<file path="src/rtl/pmrs_pkg.sv">
// Constants of the PHY management register set
package pmrs_pkg;
    // Number of PHY ports served
    localparam int NUM_PORTS = 2;
    // PHY select addresses
    localparam logic [4:0] PHY_ADDR_PORT1 = 5'h01;
    localparam logic [4:0] PHY_ADDR_PORT2 = 5'h02;
    // Register indexes
    localparam logic [4:0] REG_ID_LOW = 5'h03;
    localparam logic [4:0] REG_AN_ADV = 5'h04;
    localparam logic [4:0] REG_LP_ABILITY = 5'h05;
    localparam logic [4:0] REG_CABLE_DIAG = 5'h1D;
    localparam logic [4:0] REG_SPECIAL = 5'h1F;
    // Ability field positions
    localparam int ABIL_PAUSE_BIT = 10;
    localparam int ABIL_RSVD_BIT = 9;
    localparam int ABIL_100F_BIT = 8;
    localparam int ABIL_100H_BIT = 7;
    localparam int ABIL_10F_BIT = 6;
    localparam int ABIL_10H_BIT = 5;
    // Cable diagnostic field positions
    localparam int DIAG_START_BIT = 15;
    localparam int DIAG_RESULT_LSB = 13;
    localparam int DIAG_NEAR_BIT = 12;
    // Special control/status field positions
    localparam int SPC_POLRVS_BIT = 5;
    localparam int SPC_MDIX_BIT = 4;
    localparam int SPC_FORCE_LINK_BIT = 3;
    localparam int SPC_PWRSAVE_N_BIT = 2;
    localparam int SPC_RLOOP_BIT = 1;
    localparam int SPC_RSVD_BIT = 0;
    // Reset values
    localparam logic ADV_ABILITY_RST = 1'h1;
    localparam logic ADV_RSVD_RST = 1'h0;
    localparam logic [4:0] ADV_SELECTOR = 5'h01;
    localparam logic FORCE_LINK_RST = 1'h0;
    localparam logic PWRSAVE_N_RST = 1'h1;
    localparam logic RLOOP_RST = 1'h0;
    localparam logic SPC_RSVD_RST = 1'h0;
    localparam logic [1:0] CT_RESULT_RST = 2'h0;
    localparam logic [8:0] CT_COUNT_RST = 9'h000;
    // Management frame layout
    localparam logic [5:0] PREAMBLE_LEN = 6'h20;
    localparam logic [3:0] HDR_LAST = 4'hB;
    localparam logic [3:0] DATA_LAST = 4'hF;
    localparam logic [1:0] OP_READ = 2'h2;
    localparam logic [1:0] OP_WRITE = 2'h1;
endpackage

</file>
<file path="src/rtl/pmrs_ct_if.sv">
// Register engine to cable test sequencer link
`timescale 1ns/1ps
`default_nettype none
interface pmrs_ct_if;
    logic start_req; // One-cycle request to start a test
    logic busy; // Test running, reads as the start bit
    logic [1:0] result; // Captured result code
    logic near_short; // Short closer than ten metres
    logic [8:0] fault_count; // Distance to fault
    modport ctrl (output start_req, input busy, result, near_short,
        fault_count);
    modport engine (input start_req, output busy, result, near_short,
        fault_count);
endinterface
`default_nettype wire

</file>
<file path="src/rtl/pmrs_mdc_edge.sv">
// Management clock edge finder and data sampler
`timescale 1ns/1ps
`default_nettype none
module pmrs_mdc_edge
(
    // Clock and reset
    input wire logic clk,
    input wire logic rst_n,
    // Management pins
    input wire logic mdc,
    input wire logic mdio_in,
    // Aligned rising edge and sampled bit
    output logic mdc_rise,
    output logic mdio_bit
);
    logic mdc_prev_ff; // Management clock one cycle ago
    logic rise_ff; // Registered rising edge
    logic bit_ff; // Data bit sampled with the edge

    // Edge and bit are both delayed one cycle so they stay aligned
    always_ff @(posedge clk or negedge rst_n)
    begin
        if (!rst_n)
        begin
            mdc_prev_ff <= 1'h0;
            rise_ff <= 1'h0;
            bit_ff <= 1'h1;
        end
        else
        begin
            mdc_prev_ff <= mdc;
            rise_ff <= mdc & ~mdc_prev_ff;
            bit_ff <= mdio_in;
        end
    end

    assign mdc_rise = rise_ff;
    assign mdio_bit = bit_ff;
endmodule
`default_nettype wire

</file>
<file path="src/rtl/pmrs_cable_test.sv">
// Cable test sequencer for one port
`timescale 1ns/1ps
`default_nettype none
module pmrs_cable_test
    import pmrs_pkg::*;
(
    // Clock and reset
    input wire logic clk,
    input wire logic rst_n,
    // Register engine side
    pmrs_ct_if.engine ct,
    // Analog test engine side
    output logic test_start,
    input wire logic test_done,
    input wire logic [1:0] test_result,
    input wire logic test_near,
    input wire logic [8:0] test_count
);
    logic busy_ff; // Test in progress
    logic start_ff; // Start pulse to the analog side
    logic [1:0] result_ff; // Last result code
    logic near_ff; // Last near short flag
    logic [8:0] count_ff; // Last fault distance

    // Start only when idle; a done while idle is stray and ignored
    always_ff @(posedge clk or negedge rst_n)
    begin
        if (!rst_n)
        begin
            busy_ff <= 1'h0;
            start_ff <= 1'h0;
        end
        else
        begin
            start_ff <= ct.start_req & ~busy_ff;
            if (ct.start_req && !busy_ff)
                busy_ff <= 1'h1;
            else if (test_done)
                busy_ff <= 1'h0;
        end
    end

    // Results captured only when a running test ends
    always_ff @(posedge clk or negedge rst_n)
    begin
        if (!rst_n)
        begin
            result_ff <= CT_RESULT_RST;
            near_ff <= 1'h0;
            count_ff <= CT_COUNT_RST;
        end
        else if (busy_ff && test_done)
        begin
            result_ff <= test_result;
            near_ff <= test_near;
            count_ff <= test_count;
        end
    end

    assign test_start = start_ff;
    assign ct.busy = busy_ff;
    assign ct.result = result_ff;
    assign ct.near_short = near_ff;
    assign ct.fault_count = count_ff;
endmodule
`default_nettype wire

</file>
<file path="src/rtl/pmrs_top.sv">
// Management register set of two PHYs behind a serial management port
//
// How it works
// - PHY address 1 and 2 select ports
// - Fixed read-only low identifier at index 3
// - Pause advertisement bit 10, default one
// - 100 Mbps full/half advertisement flags, default one
// - 10 Mbps full/half advertisement flags, default one
// - Partner pause report, read live from LP_PAUSE
// - Partner 100 Mbps abilities reported, default zero
// - Partner 10 Mbps abilities reported, default zero
// - Start bit launches test, clears when done
// - Result code field, default normal
// - Near short flag below ten metres
// - Nine-bit fault distance, default zero
// - Reversed polarity flag, default zero
// - Inverted power-save control, default one
// - Remote loopback control, default zero
`timescale 1ns/1ps
`default_nettype none
module pmrs_top
#(
    // Low identifier word; value is arbitrary
    parameter logic [15:0] PHY_ID_LOW = 16'hA5C3
)
(
    // Clock and reset
    input wire logic CLOCK,
    input wire logic RESETN,
    // Serial management port
    input wire logic MDC,
    input wire logic MDIO_IN,
    output logic MDIO_OUT,
    output logic MDIO_OE_N,
    // Advertised abilities, one bit per port
    output logic [pmrs_pkg::NUM_PORTS-1:0] ADV_PAUSE,
    output logic [pmrs_pkg::NUM_PORTS-1:0] ADV_100_FULL,
    output logic [pmrs_pkg::NUM_PORTS-1:0] ADV_100_HALF,
    output logic [pmrs_pkg::NUM_PORTS-1:0] ADV_10_FULL,
    output logic [pmrs_pkg::NUM_PORTS-1:0] ADV_10_HALF,
    // Partner abilities from negotiation
    input wire logic [pmrs_pkg::NUM_PORTS-1:0] LP_PAUSE,
    input wire logic [pmrs_pkg::NUM_PORTS-1:0] LP_100_FULL,
    input wire logic [pmrs_pkg::NUM_PORTS-1:0] LP_100_HALF,
    input wire logic [pmrs_pkg::NUM_PORTS-1:0] LP_10_FULL,
    input wire logic [pmrs_pkg::NUM_PORTS-1:0] LP_10_HALF,
    // Line state from the PHYs
    input wire logic [pmrs_pkg::NUM_PORTS-1:0] POLARITY_REVERSED,
    input wire logic [pmrs_pkg::NUM_PORTS-1:0] MDIX_ACTIVE,
    // PHY controls
    output logic [pmrs_pkg::NUM_PORTS-1:0] FORCE_LINK,
    output logic [pmrs_pkg::NUM_PORTS-1:0] POWER_SAVE_OFF,
    output logic [pmrs_pkg::NUM_PORTS-1:0] REMOTE_LOOPBACK,
    // Cable test engines
    output logic [pmrs_pkg::NUM_PORTS-1:0] CABLE_TEST_START,
    input wire logic [pmrs_pkg::NUM_PORTS-1:0] CABLE_TEST_DONE,
    input wire logic [2*pmrs_pkg::NUM_PORTS-1:0] CABLE_RESULT,
    input wire logic [pmrs_pkg::NUM_PORTS-1:0] CABLE_NEAR_SHORT,
    input wire logic [9*pmrs_pkg::NUM_PORTS-1:0] CABLE_FAULT_COUNT
);
    import pmrs_pkg::*;

    // Frame sequencer states
    typedef enum logic [2:0] {
        ST_IDLE,
        ST_START,
        ST_HDR,
        ST_TA,
        ST_DATA
    } pmrs_state_t;

    logic mdc_rise; // One-cycle pulse per management clock rise
    logic mdio_bit; // Data bit aligned with mdc_rise
    pmrs_state_t state_ff; // Frame position
    pmrs_state_t nxt_state; // Next frame position
    logic [3:0] bit_cnt_ff; // Bit count inside a field
    logic [5:0] pre_cnt_ff; // Consecutive preamble ones, saturating
    logic [10:0] hdr_shift_ff; // Header bits collected so far
    logic [1:0] hdr_op_ff; // Captured opcode
    logic [4:0] hdr_phy_ff; // Captured phy_select_address
    logic [4:0] hdr_reg_ff; // Captured phy_register_index
    logic [14:0] wr_shift_ff; // Write data collected so far
    logic [15:0] rd_shift_ff; // Read data being sent
    logic mdio_out_ff; // Driven data bit
    logic mdio_oe_n_ff; // Low while we drive the line
    logic hdr_hit; // Header names one of our PHYs
    logic hdr_port; // Port picked by the header
    logic wr_stb; // Commit of a write frame
    logic [15:0] wr_data; // Complete write word
    logic [NUM_PORTS-1:0] adv_rsvd_ff; // Spare writable adv bit
    logic [NUM_PORTS-1:0] spc_rsvd_ff; // Spare writable special bit
    logic [NUM_PORTS-1:0] adv_pause_ff; // Pause advertised
    logic [NUM_PORTS-1:0] adv_100f_ff; // 100 full advertised
    logic [NUM_PORTS-1:0] adv_100h_ff; // 100 half advertised
    logic [NUM_PORTS-1:0] adv_10f_ff; // 10 full advertised
    logic [NUM_PORTS-1:0] adv_10h_ff; // 10 half advertised
    logic [NUM_PORTS-1:0] force_link_ff; // Forced link pass
    logic [NUM_PORTS-1:0] pwrsave_n_ff; // Power saving disabled when set
    logic [NUM_PORTS-1:0] rloop_ff; // Remote loopback enabled
    logic [NUM_PORTS-1:0] ct_busy; // Test running per port
    logic [1:0] ct_result [NUM_PORTS]; // Result code per port
    logic [NUM_PORTS-1:0] ct_near; // Near short per port
    logic [8:0] ct_count [NUM_PORTS]; // Fault distance per port

    // Port index from a PHY address; only valid under a hit
    function automatic logic port_of(input logic [4:0] phy);
        port_of = (phy == PHY_ADDR_PORT2);
    endfunction

    // True when the PHY address belongs to this device
    function automatic logic phy_hit(input logic [4:0] phy);
        phy_hit = (phy == PHY_ADDR_PORT1) || (phy == PHY_ADDR_PORT2);
    endfunction

    // Read word of one port; unsupported indexes answer zero
    function automatic logic [15:0] read_word(input logic p,
        input logic [4:0] ra);
        logic [15:0] w;
        w = 16'h0000;
        case (ra)
            REG_ID_LOW:
                w = PHY_ID_LOW;
            REG_AN_ADV:
            begin
                w[ABIL_PAUSE_BIT] = adv_pause_ff[p];
                w[ABIL_RSVD_BIT] = adv_rsvd_ff[p];
                w[ABIL_100F_BIT] = adv_100f_ff[p];
                w[ABIL_100H_BIT] = adv_100h_ff[p];
                w[ABIL_10F_BIT] = adv_10f_ff[p];
                w[ABIL_10H_BIT] = adv_10h_ff[p];
                w[4:0] = ADV_SELECTOR;
            end
            REG_LP_ABILITY:
            begin
                w[ABIL_PAUSE_BIT] = LP_PAUSE[p];
                w[ABIL_100F_BIT] = LP_100_FULL[p];
                w[ABIL_100H_BIT] = LP_100_HALF[p];
                w[ABIL_10F_BIT] = LP_10_FULL[p];
                w[ABIL_10H_BIT] = LP_10_HALF[p];
            end
            REG_CABLE_DIAG:
            begin
                w[DIAG_START_BIT] = ct_busy[p];
                w[DIAG_RESULT_LSB +: 2] = ct_result[p];
                w[DIAG_NEAR_BIT] = ct_near[p];
                w[8:0] = ct_count[p];
            end
            REG_SPECIAL:
            begin
                w[SPC_POLRVS_BIT] = POLARITY_REVERSED[p];
                w[SPC_MDIX_BIT] = MDIX_ACTIVE[p];
                w[SPC_FORCE_LINK_BIT] = force_link_ff[p];
                w[SPC_PWRSAVE_N_BIT] = pwrsave_n_ff[p];
                w[SPC_RLOOP_BIT] = rloop_ff[p];
                w[SPC_RSVD_BIT] = spc_rsvd_ff[p];
            end
            default:
                w = 16'h0000;
        endcase
        read_word = w;
    endfunction

    // Edge finder on the management clock
    pmrs_mdc_edge u_edge (
        .clk(CLOCK),
        .rst_n(RESETN),
        .mdc(MDC),
        .mdio_in(MDIO_IN),
        .mdc_rise(mdc_rise),
        .mdio_bit(mdio_bit)
    );

    // Header decode for drive and write paths
    assign hdr_hit = phy_hit(hdr_phy_ff);
    assign hdr_port = port_of(hdr_phy_ff);

    // Write commits on the last data bit
    assign wr_stb = mdc_rise && (state_ff == ST_DATA) &&
        (bit_cnt_ff == DATA_LAST) && (hdr_op_ff == OP_WRITE) && hdr_hit;
    assign wr_data = {wr_shift_ff, mdio_bit};

    // Next frame position, moved on management clock rises
    always_comb
    begin
        nxt_state = state_ff;
        if (mdc_rise)
        begin
            case (state_ff)
                ST_IDLE:
                    // A zero after a full preamble is the first start bit
                    if (!mdio_bit && pre_cnt_ff == PREAMBLE_LEN)
                        nxt_state = ST_START;
                ST_START:
                    nxt_state = mdio_bit ? ST_HDR : ST_IDLE;
                ST_HDR:
                    if (bit_cnt_ff == HDR_LAST)
                        nxt_state = ST_TA;
                ST_TA:
                    if (bit_cnt_ff[0])
                        nxt_state = ST_DATA;
                ST_DATA:
                    if (bit_cnt_ff == DATA_LAST)
                        nxt_state = ST_IDLE;
                default:
                    nxt_state = ST_IDLE;
            endcase
        end
    end

    // Frame position and field bit counter
    always_ff @(posedge CLOCK or negedge RESETN)
    begin
        if (!RESETN)
        begin
            state_ff <= ST_IDLE;
            bit_cnt_ff <= 4'h0;
        end
        else
        begin
            state_ff <= nxt_state;
            if (mdc_rise)
            begin
                // Counter restarts whenever the field changes
                if (nxt_state != state_ff)
                    bit_cnt_ff <= 4'h0;
                else
                    bit_cnt_ff <= bit_cnt_ff + 4'h1;
            end
        end
    end

    // Preamble ones, counted only between frames
    always_ff @(posedge CLOCK or negedge RESETN)
    begin
        if (!RESETN)
            pre_cnt_ff <= 6'h00;
        else if (mdc_rise)
        begin
            if (state_ff != ST_IDLE || !mdio_bit)
                pre_cnt_ff <= 6'h00;
            else if (pre_cnt_ff != PREAMBLE_LEN)
                pre_cnt_ff <= pre_cnt_ff + 6'h01;
        end
    end

    // Opcode, PHY and register index collection
    always_ff @(posedge CLOCK or negedge RESETN)
    begin
        if (!RESETN)
        begin
            hdr_shift_ff <= 11'h000;
            hdr_op_ff <= 2'h0;
            hdr_phy_ff <= 5'h00;
            hdr_reg_ff <= 5'h00;
        end
        else if (mdc_rise && state_ff == ST_HDR)
        begin
            hdr_shift_ff <= {hdr_shift_ff[9:0], mdio_bit};
            if (bit_cnt_ff == HDR_LAST)
                {hdr_op_ff, hdr_phy_ff, hdr_reg_ff} <=
                    {hdr_shift_ff, mdio_bit};
        end
    end

    // Write data collection; host turnaround bits are not checked
    always_ff @(posedge CLOCK or negedge RESETN)
    begin
        if (!RESETN)
            wr_shift_ff <= 15'h0000;
        else if (mdc_rise && state_ff == ST_DATA)
            wr_shift_ff <= {wr_shift_ff[13:0], mdio_bit};
    end

    // Line driver: zero in second turnaround bit, then 16 data bits
    // Bits change about two cycles after a rise, well before the next
    always_ff @(posedge CLOCK or negedge RESETN)
    begin
        if (!RESETN)
        begin
            mdio_out_ff <= 1'h0;
            mdio_oe_n_ff <= 1'h1;
            rd_shift_ff <= 16'h0000;
        end
        else if (mdc_rise)
        begin
            case (state_ff)
                ST_TA:
                    if (!bit_cnt_ff[0])
                    begin
                        // Foreign addresses and writes leave the line alone
                        if (hdr_op_ff == OP_READ && hdr_hit)
                        begin
                            mdio_oe_n_ff <= 1'h0;
                            mdio_out_ff <= 1'h0;
                            rd_shift_ff <= read_word(hdr_port, hdr_reg_ff);
                        end
                    end
                    else
                    begin
                        mdio_out_ff <= rd_shift_ff[15];
                        rd_shift_ff <= {rd_shift_ff[14:0], 1'h0};
                    end
                ST_DATA:
                    if (bit_cnt_ff == DATA_LAST)
                    begin
                        mdio_oe_n_ff <= 1'h1;
                        mdio_out_ff <= 1'h0;
                    end
                    else
                    begin
                        mdio_out_ff <= rd_shift_ff[15];
                        rd_shift_ff <= {rd_shift_ff[14:0], 1'h0};
                    end
                default:
                begin
                    mdio_oe_n_ff <= 1'h1;
                    mdio_out_ff <= 1'h0;
                end
            endcase
        end
    end

    // Advertisement word
    always_ff @(posedge CLOCK or negedge RESETN)
    begin
        if (!RESETN)
        begin
            adv_pause_ff <= {NUM_PORTS{ADV_ABILITY_RST}};
            adv_rsvd_ff <= {NUM_PORTS{ADV_RSVD_RST}};
            adv_100f_ff <= {NUM_PORTS{ADV_ABILITY_RST}};
            adv_100h_ff <= {NUM_PORTS{ADV_ABILITY_RST}};
            adv_10f_ff <= {NUM_PORTS{ADV_ABILITY_RST}};
            adv_10h_ff <= {NUM_PORTS{ADV_ABILITY_RST}};
        end
        else if (wr_stb && hdr_reg_ff == REG_AN_ADV)
        begin
            adv_pause_ff[hdr_port] <= wr_data[ABIL_PAUSE_BIT];
            adv_rsvd_ff[hdr_port] <= wr_data[ABIL_RSVD_BIT];
            adv_100f_ff[hdr_port] <= wr_data[ABIL_100F_BIT];
            adv_100h_ff[hdr_port] <= wr_data[ABIL_100H_BIT];
            adv_10f_ff[hdr_port] <= wr_data[ABIL_10F_BIT];
            adv_10h_ff[hdr_port] <= wr_data[ABIL_10H_BIT];
        end
    end

    // Special control word; status bits there are live inputs
    always_ff @(posedge CLOCK or negedge RESETN)
    begin
        if (!RESETN)
        begin
            force_link_ff <= {NUM_PORTS{FORCE_LINK_RST}};
            pwrsave_n_ff <= {NUM_PORTS{PWRSAVE_N_RST}};
            rloop_ff <= {NUM_PORTS{RLOOP_RST}};
            spc_rsvd_ff <= {NUM_PORTS{SPC_RSVD_RST}};
        end
        else if (wr_stb && hdr_reg_ff == REG_SPECIAL)
        begin
            force_link_ff[hdr_port] <= wr_data[SPC_FORCE_LINK_BIT];
            pwrsave_n_ff[hdr_port] <= wr_data[SPC_PWRSAVE_N_BIT];
            rloop_ff[hdr_port] <= wr_data[SPC_RLOOP_BIT];
            // Stored as written so a careless host can see its slip
            spc_rsvd_ff[hdr_port] <= wr_data[SPC_RSVD_BIT];
        end
    end

    // One cable test sequencer per port
    pmrs_ct_if ct_bus [NUM_PORTS] ();
    for (genvar g = 0; g < NUM_PORTS; g++)
    begin : g_port
        // Only a one in the start bit requests a test
        assign ct_bus[g].start_req = wr_stb && (hdr_port == g[0]) &&
            (hdr_reg_ff == REG_CABLE_DIAG) && wr_data[DIAG_START_BIT];
        assign ct_busy[g] = ct_bus[g].busy;
        assign ct_result[g] = ct_bus[g].result;
        assign ct_near[g] = ct_bus[g].near_short;
        assign ct_count[g] = ct_bus[g].fault_count;

        pmrs_cable_test u_ct (
            .clk(CLOCK),
            .rst_n(RESETN),
            .ct(ct_bus[g]),
            .test_start(CABLE_TEST_START[g]),
            .test_done(CABLE_TEST_DONE[g]),
            .test_result(CABLE_RESULT[2*g +: 2]),
            .test_near(CABLE_NEAR_SHORT[g]),
            .test_count(CABLE_FAULT_COUNT[9*g +: 9])
        );
    end

    // Outputs from the control flops
    assign MDIO_OUT = mdio_out_ff;
    assign MDIO_OE_N = mdio_oe_n_ff;
    assign ADV_PAUSE = adv_pause_ff;
    assign ADV_100_FULL = adv_100f_ff;
    assign ADV_100_HALF = adv_100h_ff;
    assign ADV_10_FULL = adv_10f_ff;
    assign ADV_10_HALF = adv_10h_ff;
    assign FORCE_LINK = force_link_ff;
    assign POWER_SAVE_OFF = pwrsave_n_ff;
    assign REMOTE_LOOPBACK = rloop_ff;
endmodule
`default_nettype wire

</file>
<file path="config.mk">
export PLATFORM = sky130hd
export DESIGN_NAME = pmrs_top
export DESIGN_NICKNAME = d
export VERILOG_FILES = /design/src/rtl/pmrs_pkg.sv /design/src/rtl/pmrs_ct_if.sv /design/src/rtl/pmrs_mdc_edge.sv /design/src/rtl/pmrs_cable_test.sv /design/src/rtl/pmrs_top.sv
export SDC_FILE = /design/constraint.sdc
export NUM_CORES = 1
export LEC_CHECK = 0
export ABC_AREA = 1
export BUFFER_PORTS_ARGS = -buffer_cell sky130_fd_sc_hd__buf_2
export CAP_MARGIN = 20
export CORE_MARGIN = 4
export CORE_UTILIZATION = 55
export CTS_BUF_LIST = sky130_fd_sc_hd__clkbuf_8
export CTS_CLUSTER_DIAMETER = 80
export CTS_CLUSTER_SIZE = 30
export DETAILED_ROUTE_END_ITERATION = 16
export PLACE_DENSITY = 0.86
export SLEW_MARGIN = 5
export SYNTH_ARGS = -nofsm -noshare
export SYNTH_HDL_FRONTEND = slang
export SYNTH_SLANG_ARGS = --single-unit
</file>
<file path="constraint.sdc">
create_clock -name CLOCK -period 1.8 [get_ports CLOCK]
set_clock_uncertainty 0.2 [all_clocks]
set_input_delay 0.18 -clock CLOCK [delete_from_list [all_inputs] [get_ports CLOCK]]
set_output_delay 0.18 -clock CLOCK [all_outputs]
set_load 0.03 [all_outputs]
</file>
==> results.py <==
metrics = {
    "outcome": {
        "status": "finished with violations",
        "violations": "negative hold slack, negative setup slack",
    },
    "synth": {
        "synth_compound_area_share_pct": 10.5,
        "async_reset_ff_share_pct": 100,
        "synth_flop_cell": "dfrtp_1",
        "yosys.area_share.simple_pct": 25.7,
        "ys_ff_latch": 120,
        "synth_xor_area_share_pct": 0.459,
        "syn_area_per_cell_um2": 7.99,
        "yosysTopAreaCellShare_pct": 46.3,
        "synthesis.nets": 764,
        "ys_types": 33,
        "yosysSeqAreaShare_pct": 52.7,
        "synth_mux_area_share_pct": 0.786,
        "synth_edf_count": 0,
        "synth_top_family_by_area": "simple AND/OR/NAND/NOR gates",
        "yosysTopAreaCell": "dfrtp_1",
        "yosys_warnings": 0,
        "syn_inst": 717,
        "synth_area_mm2": 0.00573,
        "synth_area_leaders": "dfrtp_1 46%, nand2_1 12%, inv_1 6.8%",
        "synth_most_common_cell": "nand2_1",
        "synth_top_cells_by_count": "182 x nand2_1, 106 x dfrtp_1, 104 x inv_1",
        "synth_adder_area_share_pct": 0.655,
    },
    "global_route": {
        "grt_overflow": 0,
        "grtUsageTotal_pct": 25.5,
        "antenna_found_initial": 0,
        "grt_max_degree": 121,
        "grt_pass1_wl_mm": 23.9,
        "first_global_vias": 5127,
    },
    "clock_tree": {
        "cts_sinks": 120,
        "cts_tree": "yes",
        "clk_pin_slew_ns": 0.08,
        "clock_latency_ns": 0.44,
        "cts_made_buffers": 17,
        "clockRootBuffer": "clkbuf_8",
        "clock_path_buffers": 2,
        "h-tree-depth": 4,
    },
    "layout": {
        "fin_area_mm2": 0.00765,
        "fin_cells": 1006,
        "nNetsFinal": 907,
        "drive_gt1_share_pct": 28.2,
        "area_delta_synth_final_pct": 33.5,
        "antenna_cells": 0,
    },
    "floorplan": {
        "die_width_um": 110,
        "rows": 36,
        "start_util_pct": 57.5,
        "fp.dieH_um": 110,
        "io_pins": 64,
        "dieArea_mm2": 0.0121,
        "core_mm2": 0.00995,
    },
    "timing": {
        "slew_headroom_pct": 58.0,
        "hold_violations": 1,
        "max_freq_ghz": 0.536,
        "drv_slew": 0,
        "finalWorstSetupSlack_ns": -0.0670,
        "fin_crit_sh_pct": 104,
        "fin_tns_setup_ns": -0.448,
        "setup_viol": 15,
        "tightest_slew_ns": 0.630,
        "hold-worst-slack_ns": -0.00906,
        "grt_setup_unrepaired": "true",
        "min_period_ns": 1.87,
    },
    "setup_path": {
        "startpoint_type": "flip-flop",
        "rr_worst_depth": 9,
        "crit_required_ns": 1.93,
        "cp-end-kind": "flip-flop",
        "cp_data_arrival_time_ns": 2.00,
        "cp_max_fo": 6,
        "criticalPathCategory": "flip-flop to flip-flop",
    },
    "power": {
        "clkPwrFrac_pct": 40.8,
        "peakVddDrop_mv": 0.528,
        "power.density_mw_per_mm2": 778,
        "seqPwrFrac_pct": 48.8,
        "p_sw_mw": 1.63,
        "combPwrFrac_pct": 10.4,
        "switching_share_pct": 27.4,
        "leakage_nw": 3.73,
        "p_int_mw": 4.31,
    },
    "route": {
        "routedWlPerCell_um": 16.5,
        "firstDrtPassIters": 8,
        "wl_mm": 16.6,
        "ant_nets": 0,
        "drc": 0,
        "vias": 5571,
        "via_per_inst": 5.54,
        "first_iter_violations": 567,
    },
    "worst_hold_path": {
        "worst_hold_path_type": "input pin to flip-flop",
        "hold_depth": 5,
    },
    "placement": {
        "placed_area_mm2": 0.00640,
        "port_buffers": 63,
        "gp_congestion": 0.884,
        "place_inst": 921,
        "dp_hpwl_mm": 9.42,
    },
    "job": {
        "drv_cap": 0,
    },
}
[what timing repair did]
item,4_1_cts,5_1_grt
hold buffers,35,0
buffers inserted,1,13
endpoints found under the setup margin,35,49
gates cloned,0,4
endpoints found under the hold margin,139,0
gates resized for setup,5,93
pin swaps,1,13
[per-stage QoR]
stage | total power [mW] | hold WS, ns | util (%) | worst slack, ns
finish | 5.95 | -0.00906 | 76.8 | -0.0670
global route | 6.16 | 0.0602 | 76.8 | -0.148
CTS | 5.86 | 0.000881 | 72.0 | -0.00191
detailed placement | 3.42 | 0.0885 | 64.3 | -0.137
global placement | 3.39 | 0.0873 | 64.3 | 0.0112
floorplan | 3.18 | -0.316 | - | 0.0117
[power groups by stage]
stage	Sequential (mW)	Combinational, mW	Clock (mW)
floorplan	2.93	0.248	0
global placement	2.93	0.458	0
detailed placement	2.94	0.484	0
CTS	2.89	0.552	2.42
global route	2.91	0.685	2.56
finish	2.90	0.620	2.42
[worst max-delay path, cell delays in order (launching register included)]
cell,delay (ns)
dfrtp_1,0.41
nor2_4,0.17
nand2_4,0.09
nor2_4,0.26
buf_12,0.18
nand2_1,0.06
nand3_1,0.09
nand2_1,0.07
o21bai_1,0.15
nand2_1,0.08
[routing by layer]
layer | share of wire, % | GRT usage (%) | vias to the layer above
met1 | 39 | 32.9 | 2644
met3 | 8.2 | 6.58 | 69
met5 | 0 | 0 | -
met2 | 49 | 41.3 | 302
li1 | - | - | 2556
met4 | 3.9 | 10.2 | 0
[area by class of cell]
type                    count  area [µm²]
multi-input cells         462        2480
flip-flops and latches    120        3020
inverters                 111         419
well taps                 133         166
repair buffers            148        1160
fillers                   598        2310
clock buffers              17         234
clock inverters            15         156
[final timing paths]
| kind | from | to | slack [ns] |
|---|---|---|---|
| worst max register to register | hdr_phy_ff[2] | rd_shift_ff[5] | -0.07 |
| worst min register to register | u_edge.mdc_prev_ff | u_edge.mdc_rise | 0.20 |
| max in group asynchronous | RESETN | rd_shift_ff[14] | 0.75 |
| worst min-delay path | MDIX_ACTIVE[1] | rd_shift_ff[4] | -0.009 |
| worst max-delay path | hdr_phy_ff[2] | rd_shift_ff[5] | -0.07 |
| min in group asynchronous | RESETN | hdr_shift_ff[7] | 0.17 |
[sequential cells by signal, indices dropped and copies added (netlist names), 3 cells and up]
signal	cells
hdr_reg_ff	5
g_port.u_ct.ct.fault_count	18
hdr_phy_ff	5
bit_cnt_ff	4
wr_shift_ff	15
g_port.u_ct.ct.result	4
state_ff	3
hdr_shift_ff	11
pre_cnt_ff	6
rd_shift_ff	16
[cell usage in the layout, fill, tap and decap left out, types with 6 or more instances in the layout]
cell / instances
nand2_1: 163
dfrtp_1: 104
inv_1: 104
buf_2: 62
nor2_1: 60
o21ai_0: 50
nand3_1: 39
buf_4: 38
dlygate4sd3_1: 35
a21oi_1: 31
clkbuf_8: 17
nand4_1: 16
nand3_2: 16
nand2_2: 15
dfstp_2: 14
o21ai_2: 13
o21ai_1: 9
nor2_2: 8
nand2_4: 7
buf_6: 6
[cell families (layout without fill, tap and decap cells)]
kind of cell | Yosys count | in the layout
simple gates | 337 | 337
buf+inv | 135 | 291
flops | 120 | 120
compound gates | 115 | 115
mux | 4 | 4
fa+ha+maj | 3 | 3
xor+xnor | 3 | 3
No activity file was read; power rests on OpenSTA's default activity.
